--- config.mk ---
export PLATFORM = sky130hd
export DESIGN_NAME = tmx_thermal_logic
export DESIGN_NICKNAME = d
export VERILOG_FILES = /design/src/include/tmx_pkg.sv /design/src/tmx_thermal_logic.sv
export SDC_FILE = /design/constraint.sdc
export NUM_CORES = 1
export LEC_CHECK = 0
export BUFFER_PORTS_ARGS = -buffer_cell sky130_fd_sc_hd__clkbuf_2
export CAP_MARGIN = 30
export CORE_UTILIZATION = 55
export DETAILED_ROUTE_END_ITERATION = 12
export GPL_TIMING_DRIVEN = 0
export PLACE_DENSITY = 0.74
export SLEW_MARGIN = 20
export SYNTH_ARGS = -nofsm -noshare
export SYNTH_HDL_FRONTEND = slang
export SYNTH_SLANG_ARGS = --single-unit
--- constraint.sdc ---
create_clock -name clock -period 20.4 [get_ports clock]
set_clock_uncertainty 0.2 [all_clocks]
set_input_delay 2.04 -clock clock [delete_from_list [all_inputs] [get_ports clock]]
set_output_delay 2.04 -clock clock [all_outputs]
set_load 0.01 [all_outputs]
--- src/include/tmx_pkg.sv ---
package tmx_pkg;

    // -------------------------------------------------------------------
    // channel geometry
    // -------------------------------------------------------------------
    localparam int          NUM_CH          = 5;
    localparam logic [7:0]  STATUS_MASK     = 8'h1f;

    // -------------------------------------------------------------------
    // register offsets
    // -------------------------------------------------------------------
    localparam logic [7:0]  ADDR_PRI_HIGH   = 8'h0c;
    localparam logic [7:0]  ADDR_PRI_LOW    = 8'h0d;
    localparam logic [7:0]  ADDR_HOT_SEL    = 8'h1a;
    localparam logic [7:0]  ADDR_PRI_OVER   = 8'h1d;
    localparam logic [7:0]  ADDR_PRI_OVER_E = 8'h26;
    localparam logic [7:0]  ADDR_UNDER_MSB  = 8'h27;
    localparam logic [7:0]  ADDR_UNDER_LSB  = 8'h28;
    localparam logic [7:0]  ADDR_SEC_OVER   = 8'h29;
    localparam logic [7:0]  ADDR_SEC_OVER_E = 8'h2d;
    localparam logic [7:0]  ADDR_SEC_UNDER  = 8'h2e;
    localparam logic [7:0]  ADDR_REF        = 8'h2f;
    localparam logic [7:0]  ADDR_REF_E      = 8'h38;
    localparam logic [7:0]  ADDR_SEC_HIGH   = 8'h42;
    localparam logic [7:0]  ADDR_SEC_LOW    = 8'h43;
    localparam logic [7:0]  ADDR_HOT_MSB    = 8'h45;
    localparam logic [7:0]  ADDR_HOT_LSB    = 8'h46;

    // -------------------------------------------------------------------
    // reset values
    // -------------------------------------------------------------------
    localparam logic [4:0]  RST_HOT_SEL     = 5'h1f;
    localparam logic [15:0] RST_PRI_OVER    = 16'h0000;
    localparam logic [15:0] RST_PRI_UNDER   = 16'h0000;
    localparam logic [7:0]  RST_SEC_OVER    = 8'h00;
    localparam logic [7:0]  RST_SEC_UNDER   = 8'h00;
    localparam logic [15:0] RST_REF         = 16'h0000;

endpackage : tmx_pkg

--- src/tmx_thermal_logic.sv ---
`timescale 1ns/1ps

// Operation
// - per conversion keep temperature minus reference
// - hottest register takes largest participating difference
// - only selected channels join hottest search
// - reference registers as msb/lsb pairs
// - format change never converts stored values
// - above primary limit sets status, alarm
// - above secondary limit sets status, alarm
// - below shared primary low limit flags
// - below shared secondary low limit flags
// - only primary crossings trigger log write
// - primary high/low status per channel
// - status cleared by read, set wins
// - 12-bit left-justified signed data, msb first
// - secondary compares upper byte of temperature
// - diode fault suppresses status and alarms
module tmx_thermal_logic #(
    parameter int CH = tmx_pkg::NUM_CH
) (
    input  wire logic        clock,
    input  wire logic        nrst,
    input  wire logic [7:0]  regAddr,
    input  wire logic        regWrite,
    input  wire logic [7:0]  regWdata,
    input  wire logic        regRead,
    output logic      [7:0]  regRdata,
    input  wire logic        convDone,
    input  wire logic [2:0]  convChannel,
    input  wire logic [15:0] convTemp,
    input  wire logic        convDiodeFault,
    input  wire logic        extFormat,
    input  wire logic [4:0]  primaryMask,
    input  wire logic [4:0]  secondaryMask,
    input  wire logic        nvWriteEnable,
    output logic             nvLogWrite,
    output logic             primary_alarm_n,
    output logic             secondary_alarm_n
);

    // -------------------------------------------------------------------
    // state
    // -------------------------------------------------------------------
    typedef struct packed {
        logic [4:0][15:0] priOver;
        logic [15:0]      priUnder;
        logic [4:0][7:0]  secOver;
        logic [7:0]       secUnder;
        logic [4:0][15:0] refTemp;
        logic [4:0]       hotSel;
        logic [4:0][15:0] diff;
        logic [4:0]       diffValid;
        logic [15:0]      hottest;
        logic [7:0]       hotLsbHold;
        logic [4:0]       priHigh;
        logic [4:0]       priLow;
        logic [4:0]       secHigh;
        logic [4:0]       secLow;
        logic [7:0]       rdata;
        logic             nvLog;
        logic             alarm1N;
        logic             alarm2N;
    } tmx_state_s;

    tmx_state_s state_q;
    tmx_state_s state_d;

    // -------------------------------------------------------------------
    // helpers
    // -------------------------------------------------------------------
    // byte index inside a block of registers starting at base
    function automatic logic [7:0] tmx_offset(input logic [7:0] addr,
                                              input logic [7:0] base);
        tmx_offset = addr - base;
    endfunction : tmx_offset

    function automatic logic tmx_in_range(input logic [7:0] addr,
                                          input logic [7:0] lo,
                                          input logic [7:0] hi);
        tmx_in_range = (addr >= lo) && (addr <= hi);
    endfunction : tmx_in_range

    function automatic logic [7:0] tmx_status_byte(input logic [4:0] bits);
        tmx_status_byte = {3'h0, bits} & tmx_pkg::STATUS_MASK;
    endfunction : tmx_status_byte

    // one signed compare shared by primary limits and the hottest search
    function automatic logic tmx_gt16(input logic [15:0] a,
                                      input logic [15:0] b);
        tmx_gt16 = $signed(a) > $signed(b);
    endfunction : tmx_gt16

    function automatic logic tmx_gt8(input logic [7:0] a,
                                     input logic [7:0] b);
        tmx_gt8 = $signed(a) > $signed(b);
    endfunction : tmx_gt8

    // -------------------------------------------------------------------
    // next state
    // -------------------------------------------------------------------
    logic [7:0]  off;
    logic [2:0]  pairCh;
    logic [4:0]  chBit;
    logic [15:0] fresh;
    logic        found;
    logic [15:0] best;
    logic [4:0]  setPh;
    logic [4:0]  setPl;
    logic [4:0]  setSh;
    logic [4:0]  setSl;
    logic [4:0]  clrPh;
    logic [4:0]  clrPl;
    logic [4:0]  clrSh;
    logic [4:0]  clrSl;
    logic        chOk;
    logic [2:0]  convCh;

    always_comb begin
        state_d = state_q;
        off     = 8'h00;
        pairCh  = 3'h0;
        fresh   = 16'h0000;
        found   = 1'b0;
        best    = 16'h0000;
        setPh   = 5'h00;
        setPl   = 5'h00;
        setSh   = 5'h00;
        setSl   = 5'h00;
        clrPh   = 5'h00;
        clrPl   = 5'h00;
        clrSh   = 5'h00;
        clrSl   = 5'h00;
        chOk    = convChannel < 3'(CH);
        chBit   = chOk ? 5'(5'h01 << convChannel) : 5'h00;
        // clipped so a stray channel code never indexes past the tables
        convCh  = chOk ? convChannel : 3'h0;
        state_d.nvLog = 1'b0;

        // register writes; stored values are never reformatted
        // raw byte store
        if (regWrite) begin
            if (regAddr == tmx_pkg::ADDR_HOT_SEL) begin
                state_d.hotSel = regWdata[4:0];
            end else if (tmx_in_range(regAddr, tmx_pkg::ADDR_PRI_OVER,
                                      tmx_pkg::ADDR_PRI_OVER_E)) begin
                off    = tmx_offset(regAddr, tmx_pkg::ADDR_PRI_OVER);
                pairCh = off[3:1];
                if (off[0]) begin
                    state_d.priOver[pairCh][7:0] = regWdata;
                end else begin
                    state_d.priOver[pairCh][15:8] = regWdata;
                end
            end else if (regAddr == tmx_pkg::ADDR_UNDER_MSB) begin
                state_d.priUnder[15:8] = regWdata;
            end else if (regAddr == tmx_pkg::ADDR_UNDER_LSB) begin
                state_d.priUnder[7:0] = regWdata;
            end else if (tmx_in_range(regAddr, tmx_pkg::ADDR_SEC_OVER,
                                      tmx_pkg::ADDR_SEC_OVER_E)) begin
                off = tmx_offset(regAddr, tmx_pkg::ADDR_SEC_OVER);
                state_d.secOver[off[2:0]] = regWdata;
            end else if (regAddr == tmx_pkg::ADDR_SEC_UNDER) begin
                state_d.secUnder = regWdata;
            end else if (tmx_in_range(regAddr, tmx_pkg::ADDR_REF,
                                      tmx_pkg::ADDR_REF_E)) begin
                off    = tmx_offset(regAddr, tmx_pkg::ADDR_REF);
                pairCh = off[3:1];
                if (off[0]) begin
                    state_d.refTemp[pairCh][7:0] = regWdata;
                end else begin
                    state_d.refTemp[pairCh][15:8] = regWdata;
                end
            end
        end

        // register reads; lsb of hottest frozen at msb read
        // msb-first coherent pair
        if (regRead) begin
            state_d.rdata = 8'h00;
            off           = 8'h00;
            pairCh        = 3'h0;
            if (tmx_in_range(regAddr, tmx_pkg::ADDR_PRI_OVER,
                             tmx_pkg::ADDR_PRI_OVER_E)) begin
                off    = tmx_offset(regAddr, tmx_pkg::ADDR_PRI_OVER);
                pairCh = off[3:1];
                state_d.rdata = off[0] ? state_q.priOver[pairCh][7:0]
                                       : state_q.priOver[pairCh][15:8];
            end else if (tmx_in_range(regAddr, tmx_pkg::ADDR_SEC_OVER,
                                      tmx_pkg::ADDR_SEC_OVER_E)) begin
                off = tmx_offset(regAddr, tmx_pkg::ADDR_SEC_OVER);
                state_d.rdata = state_q.secOver[off[2:0]];
            end else if (tmx_in_range(regAddr, tmx_pkg::ADDR_REF,
                                      tmx_pkg::ADDR_REF_E)) begin
                off    = tmx_offset(regAddr, tmx_pkg::ADDR_REF);
                pairCh = off[3:1];
                state_d.rdata = off[0] ? state_q.refTemp[pairCh][7:0]
                                       : state_q.refTemp[pairCh][15:8];
            end else begin
                unique case (regAddr)
                    tmx_pkg::ADDR_PRI_HIGH: begin
                        state_d.rdata = tmx_status_byte(state_q.priHigh);
                        clrPh         = 5'h1f;
                    end
                    tmx_pkg::ADDR_PRI_LOW: begin
                        state_d.rdata = tmx_status_byte(state_q.priLow);
                        clrPl         = 5'h1f;
                    end
                    tmx_pkg::ADDR_SEC_HIGH: begin
                        state_d.rdata = tmx_status_byte(state_q.secHigh);
                        clrSh         = 5'h1f;
                    end
                    tmx_pkg::ADDR_SEC_LOW: begin
                        state_d.rdata = tmx_status_byte(state_q.secLow);
                        clrSl         = 5'h1f;
                    end
                    tmx_pkg::ADDR_HOT_SEL: begin
                        state_d.rdata = {3'h0, state_q.hotSel};
                    end
                    tmx_pkg::ADDR_UNDER_MSB: begin
                        state_d.rdata = state_q.priUnder[15:8];
                    end
                    tmx_pkg::ADDR_UNDER_LSB: begin
                        state_d.rdata = state_q.priUnder[7:0];
                    end
                    tmx_pkg::ADDR_SEC_UNDER: begin
                        state_d.rdata = state_q.secUnder;
                    end
                    tmx_pkg::ADDR_HOT_MSB: begin
                        state_d.rdata      = state_q.hottest[15:8];
                        // lsb frozen so a conversion between reads cannot tear the pair
                        state_d.hotLsbHold = state_q.hottest[7:0];
                    end
                    tmx_pkg::ADDR_HOT_LSB: begin
                        state_d.rdata = state_q.hotLsbHold;
                    end
                    default: begin
                        state_d.rdata = 8'h00;
                    end
                endcase
            end
        end

        // -------------------------------------------------------------------
        // conversion results
        // -------------------------------------------------------------------
        if (convDone && chOk) begin
            fresh = convTemp - state_q.refTemp[convCh];
            state_d.diff[convCh]      = fresh;
            state_d.diffValid[convCh] = 1'b1;
            if (!convDiodeFault) begin
                if (tmx_gt16(convTemp, state_q.priOver[convCh])) begin
                    setPh = chBit;
                end
                if (tmx_gt16(state_q.priUnder, convTemp)) begin
                    setPl = chBit;
                end
                if (tmx_gt8(convTemp[15:8], state_q.secOver[convCh])) begin
                    setSh = chBit;
                end
                if (tmx_gt8(state_q.secUnder, convTemp[15:8])) begin
                    setSl = chBit;
                end
            end
            state_d.nvLog = nvWriteEnable && ((setPh | setPl) != 5'h00);

            for (int i = 0; i < CH; i++) begin
                if (state_q.hotSel[i] && state_d.diffValid[i]) begin
                    if (!found || tmx_gt16(state_d.diff[i], best)) begin
                        best = state_d.diff[i];
                    end
                    found = 1'b1;
                end
            end
            if (found) begin
                state_d.hottest = best;
            end
        end

        // -------------------------------------------------------------------
        // status and alarms
        // -------------------------------------------------------------------
        // set wins over read clear
        state_d.priHigh = (state_q.priHigh & ~clrPh) | setPh;
        state_d.priLow  = (state_q.priLow  & ~clrPl) | setPl;
        state_d.secHigh = (state_q.secHigh & ~clrSh) | setSh;
        state_d.secLow  = (state_q.secLow  & ~clrSl) | setSl;

        // alarms follow sticky status, so only a read or a set mask bit lets them go
        // faulted channel sets nothing
        state_d.alarm1N = ~|((state_d.priHigh | state_d.priLow) & ~primaryMask);
        state_d.alarm2N = ~|((state_d.secHigh | state_d.secLow) & ~secondaryMask);
    end

    // -------------------------------------------------------------------
    // registers
    // -------------------------------------------------------------------
    always_ff @(posedge clock) begin
        if (!nrst) begin
            state_q            <= '0;
            state_q.hotSel     <= tmx_pkg::RST_HOT_SEL;
            state_q.priOver    <= {CH{tmx_pkg::RST_PRI_OVER}};
            state_q.priUnder   <= tmx_pkg::RST_PRI_UNDER;
            state_q.secOver    <= {CH{tmx_pkg::RST_SEC_OVER}};
            state_q.secUnder   <= tmx_pkg::RST_SEC_UNDER;
            state_q.refTemp    <= {CH{tmx_pkg::RST_REF}};
            state_q.alarm1N    <= 1'b1;
            state_q.alarm2N    <= 1'b1;
        end else begin
            state_q <= state_d;
        end
    end

    // extended-format bit only changes how the host reads values
    // no device-side offset
    logic unusedExt;
    assign unusedExt = extFormat;

    assign regRdata          = state_q.rdata;
    assign nvLogWrite        = state_q.nvLog;
    assign primary_alarm_n   = state_q.alarm1N;
    assign secondary_alarm_n = state_q.alarm2N;

endmodule : tmx_thermal_logic

==> metrics.yaml <==
status: "complete, no violations"
ys.flop_type: "dfxtp_1"
crit_arrival_ps: 19070
finalCritPeriodShare_pct: 92.0
cts_hold_buf: 0
first_iter_violations: 3682
rsz0062_at_grt: "false"
die_h_microns: 208
hold_violations: 0
fmax_mhz: 53.3
clkTransAtPathRegs_ps: 60
drc_errors: 0
crit_path_max_incr_delay_ps: 720
avgSynthCellArea_sq_um: 8.10
worstHoldPathType: "reg2reg"
relSlewSlack_pct: 21.2
hold_path.startpoint: "state_q[105]"
drt-pass1-iter-count: 8
reg2reg_from: "state_q[146]"
maxCapViolations: 0
io_buffers: 49
cts_buffers: 43
leakage_uw: 0.0104
grt_use_met2_pct: 63.5
place_congestion: 1.05
wl_per_cell_microns: 28.3
cts_tree: "yes"
worstMarginPinSlew_ps: 1170
yosysWarnings: 0
post_cts_resized: 0
yosys.area.top_type: "dfxtp_1"
initial_core_util_pct: 55.8
critical_path_class: "in2reg"
synth_cell_types: 96
via_count: 24209
placed_cell_area_sq_um: 24600
hpwlAfterDp_microns: 75900
grt_pass1_wl_microns: 148000
io_pins: 64
die_w_microns: 208
grt_max_degree: 14
synth_edf_count: 0
ctsHtreeMaxLevel: 2
crit_fanout: 10
cp-end-kind: "register"
fin_tns_setup_ps: 0
insertion_delay_ps: 590
power.density_nw_per_um2: 80.8
syn2layout_area_growth_pct: 11.8
wirelength_microns: 101000
final_cell_area_sq_um: 26200
clockBufferDepth: 3
yosysSeqAreaShare_pct: 31.5
nFillCells: 3811
fin_crit_ps: 18780
antenna_found_initial: 5
syn_nets: 3073
netlist_instances: 2891
core_sq_um: 41900
routed_via_density: 6.76
crit_path_start: "convChannel[2]"
drv_slew: 0
row_count: 75
synthArstFlopShare_pct: 0
synth.area.top_cells: "dfxtp_1 32%, mux2i_1 11%, ha_1 6.8%, nor2_1 5.3%, a21oi_1 4.8%"
die_area_sq_um: 43400
crit_top_cell: "o21a_1"
overflow: 0
antenna_left: 0
synth_top_cell_area_share_pct: 31.5
grt_use_met3_pct: 14.4
grt_pass1_vias: 22587
syn-cell-area_sq_um: 23400
setup_viol: 0
startpoint_type: "primary input"
clock-sinks: 369
cts_setup_buffers: 0
ir_drop_v: 0.0000632
cp.required_ps: 20690
busiest_layer: "met1"
slowest_stage: "xnor2_1"
drive_gt1_share_pct: 7.93
use_met1_pct: 64.0
grtUsageTotal_pct: 45.9
clockRootBuffer: "clkbuf_16"
synth-seq-cells: 369
fin_nets: 3190
-- synthesized netlist by cell type, types with 11 or more instances --
| library cell | instances |
|---|---|
| a211oi_1 | 38 |
| o211ai_1 | 17 |
| dfxtp_1 | 369 |
| a21oi_1 | 225 |
| a21o_1 | 26 |
| nor3_1 | 29 |
| o221ai_1 | 29 |
| nand4_1 | 30 |
| inv_1 | 73 |
| nand3_1 | 65 |
| nand2_1 | 295 |
| o21ai_0 | 116 |
| a221oi_1 | 54 |
| and2_1 | 26 |
| a31oi_1 | 12 |
| o21a_1 | 24 |
| nor3b_1 | 24 |
| clkbuf_1 | 191 |
| nor2b_1 | 143 |
| o22ai_1 | 27 |
| a22oi_1 | 22 |
| nand2b_1 | 32 |
| mux2i_1 | 254 |
| o311ai_0 | 14 |
| o21ai_1 | 13 |
| xnor2_1 | 15 |
| nor2_1 | 328 |
| ha_1 | 128 |
| buf_1 | 14 |
| mux2_2 | 12 |
| a21boi_0 | 49 |
| a2111oi_0 | 11 |
-- critical path: cells and delay by family --
family	cells	cell delay [ps]
buffers and inverters	8	3020
AO/OA/AOI/OAI	37	8830
AND/OR/NAND/NOR	14	2690
adder cells (fa/ha/maj)	5	1750
XOR/XNOR	1	720
-- cell families after synthesis --
family	after synthesis	share of synthesized area (%)
flip-flops	369	31.5
multiplexers	274	12.2
adder cells (fa/ha/maj)	129	6.92
XOR/XNOR	22	0.903
buffers and inverters	297	5.01
AO/OA/AOI/OAI	781	23.0
AND/OR/NAND/NOR	1019	20.4
-- layout by cell type (no fill, tap or decap), types with 32 or more instances in the layout --
master	count
ha_1	128
nand2_1	295
clkbuf_16	45
a211oi_1	38
o21ai_0	116
a21oi_1	225
nor2_1	328
nand2b_1	32
clkbuf_2	51
mux2i_1	254
clkbuf_1	197
inv_1	73
dfxtp_1	369
a221oi_1	54
a21boi_0	49
nand3_1	65
nor2b_1	143
-- registers in the layout, summed over array words and instances (netlist names) --
signal and flops:
regRdata 8, primary_alarm_n 1, nvLogWrite 1, state_q 358, secondary_alarm_n 1
-- area by class of cell --
cell class / count / area, sq um / share of cell area [%]
multi-input combinational: 2225 / 15000 / 57.2
sequential: 369 / 7390 / 28.2
clock buffer: 57 / 1220 / 4.66
buffer: 222 / 893 / 3.41
tap: 539 / 674 / 2.58
timing repair buffer: 72 / 440 / 1.68
clock inverter: 20 / 292 / 1.11
inverter: 75 / 282 / 1.08
antenna: 4 / 10.0 / 0.0382
-- worst paths after layout --
check	end	slack [ps]	cells after the start
setup / recovery	state_q[40]	1620	65
hold / removal	state_q[105]	260	2
setup reg to reg	state_q[40]	4490	62
hold reg to reg	state_q[105]	260	2
-- stage by stage --
| step | util [%] | hold slack (ps) | setup slack [ps] | std cells | power [uW] |
|---|---|---|---|---|---|
| floorplan | - | 234 | 5630 | 2891 | 1060 |
| global placement | 58.0 | 243 | 1710 | 3479 | 1230 |
| detailed placement | 58.7 | 247 | 1420 | 3496 | 1250 |
| CTS | 62.3 | 256 | 1950 | 3573 | 2080 |
| global route | 62.4 | 282 | 965 | 3581 | 2160 |
| finish | 62.4 | 263 | 1620 | 3583 | 2110 |
-- per-layer routing --
metal | part of all wire, % | up-vias
met1 | 41 | 11553
met3 | 15 | 290
met5 | 0.013 | -
met4 | 5.2 | 2
met2 | 39 | 1709
li1 | - | 10655
-- where the power goes --
part	total (uW)	switching, uW	internal (uW)	leakage, uW
logic	523	365	158	0.00671
clock network	851	342	510	0.000730
registers	741	8.02	732	0.00298
(Power assumes the default switching activity.)
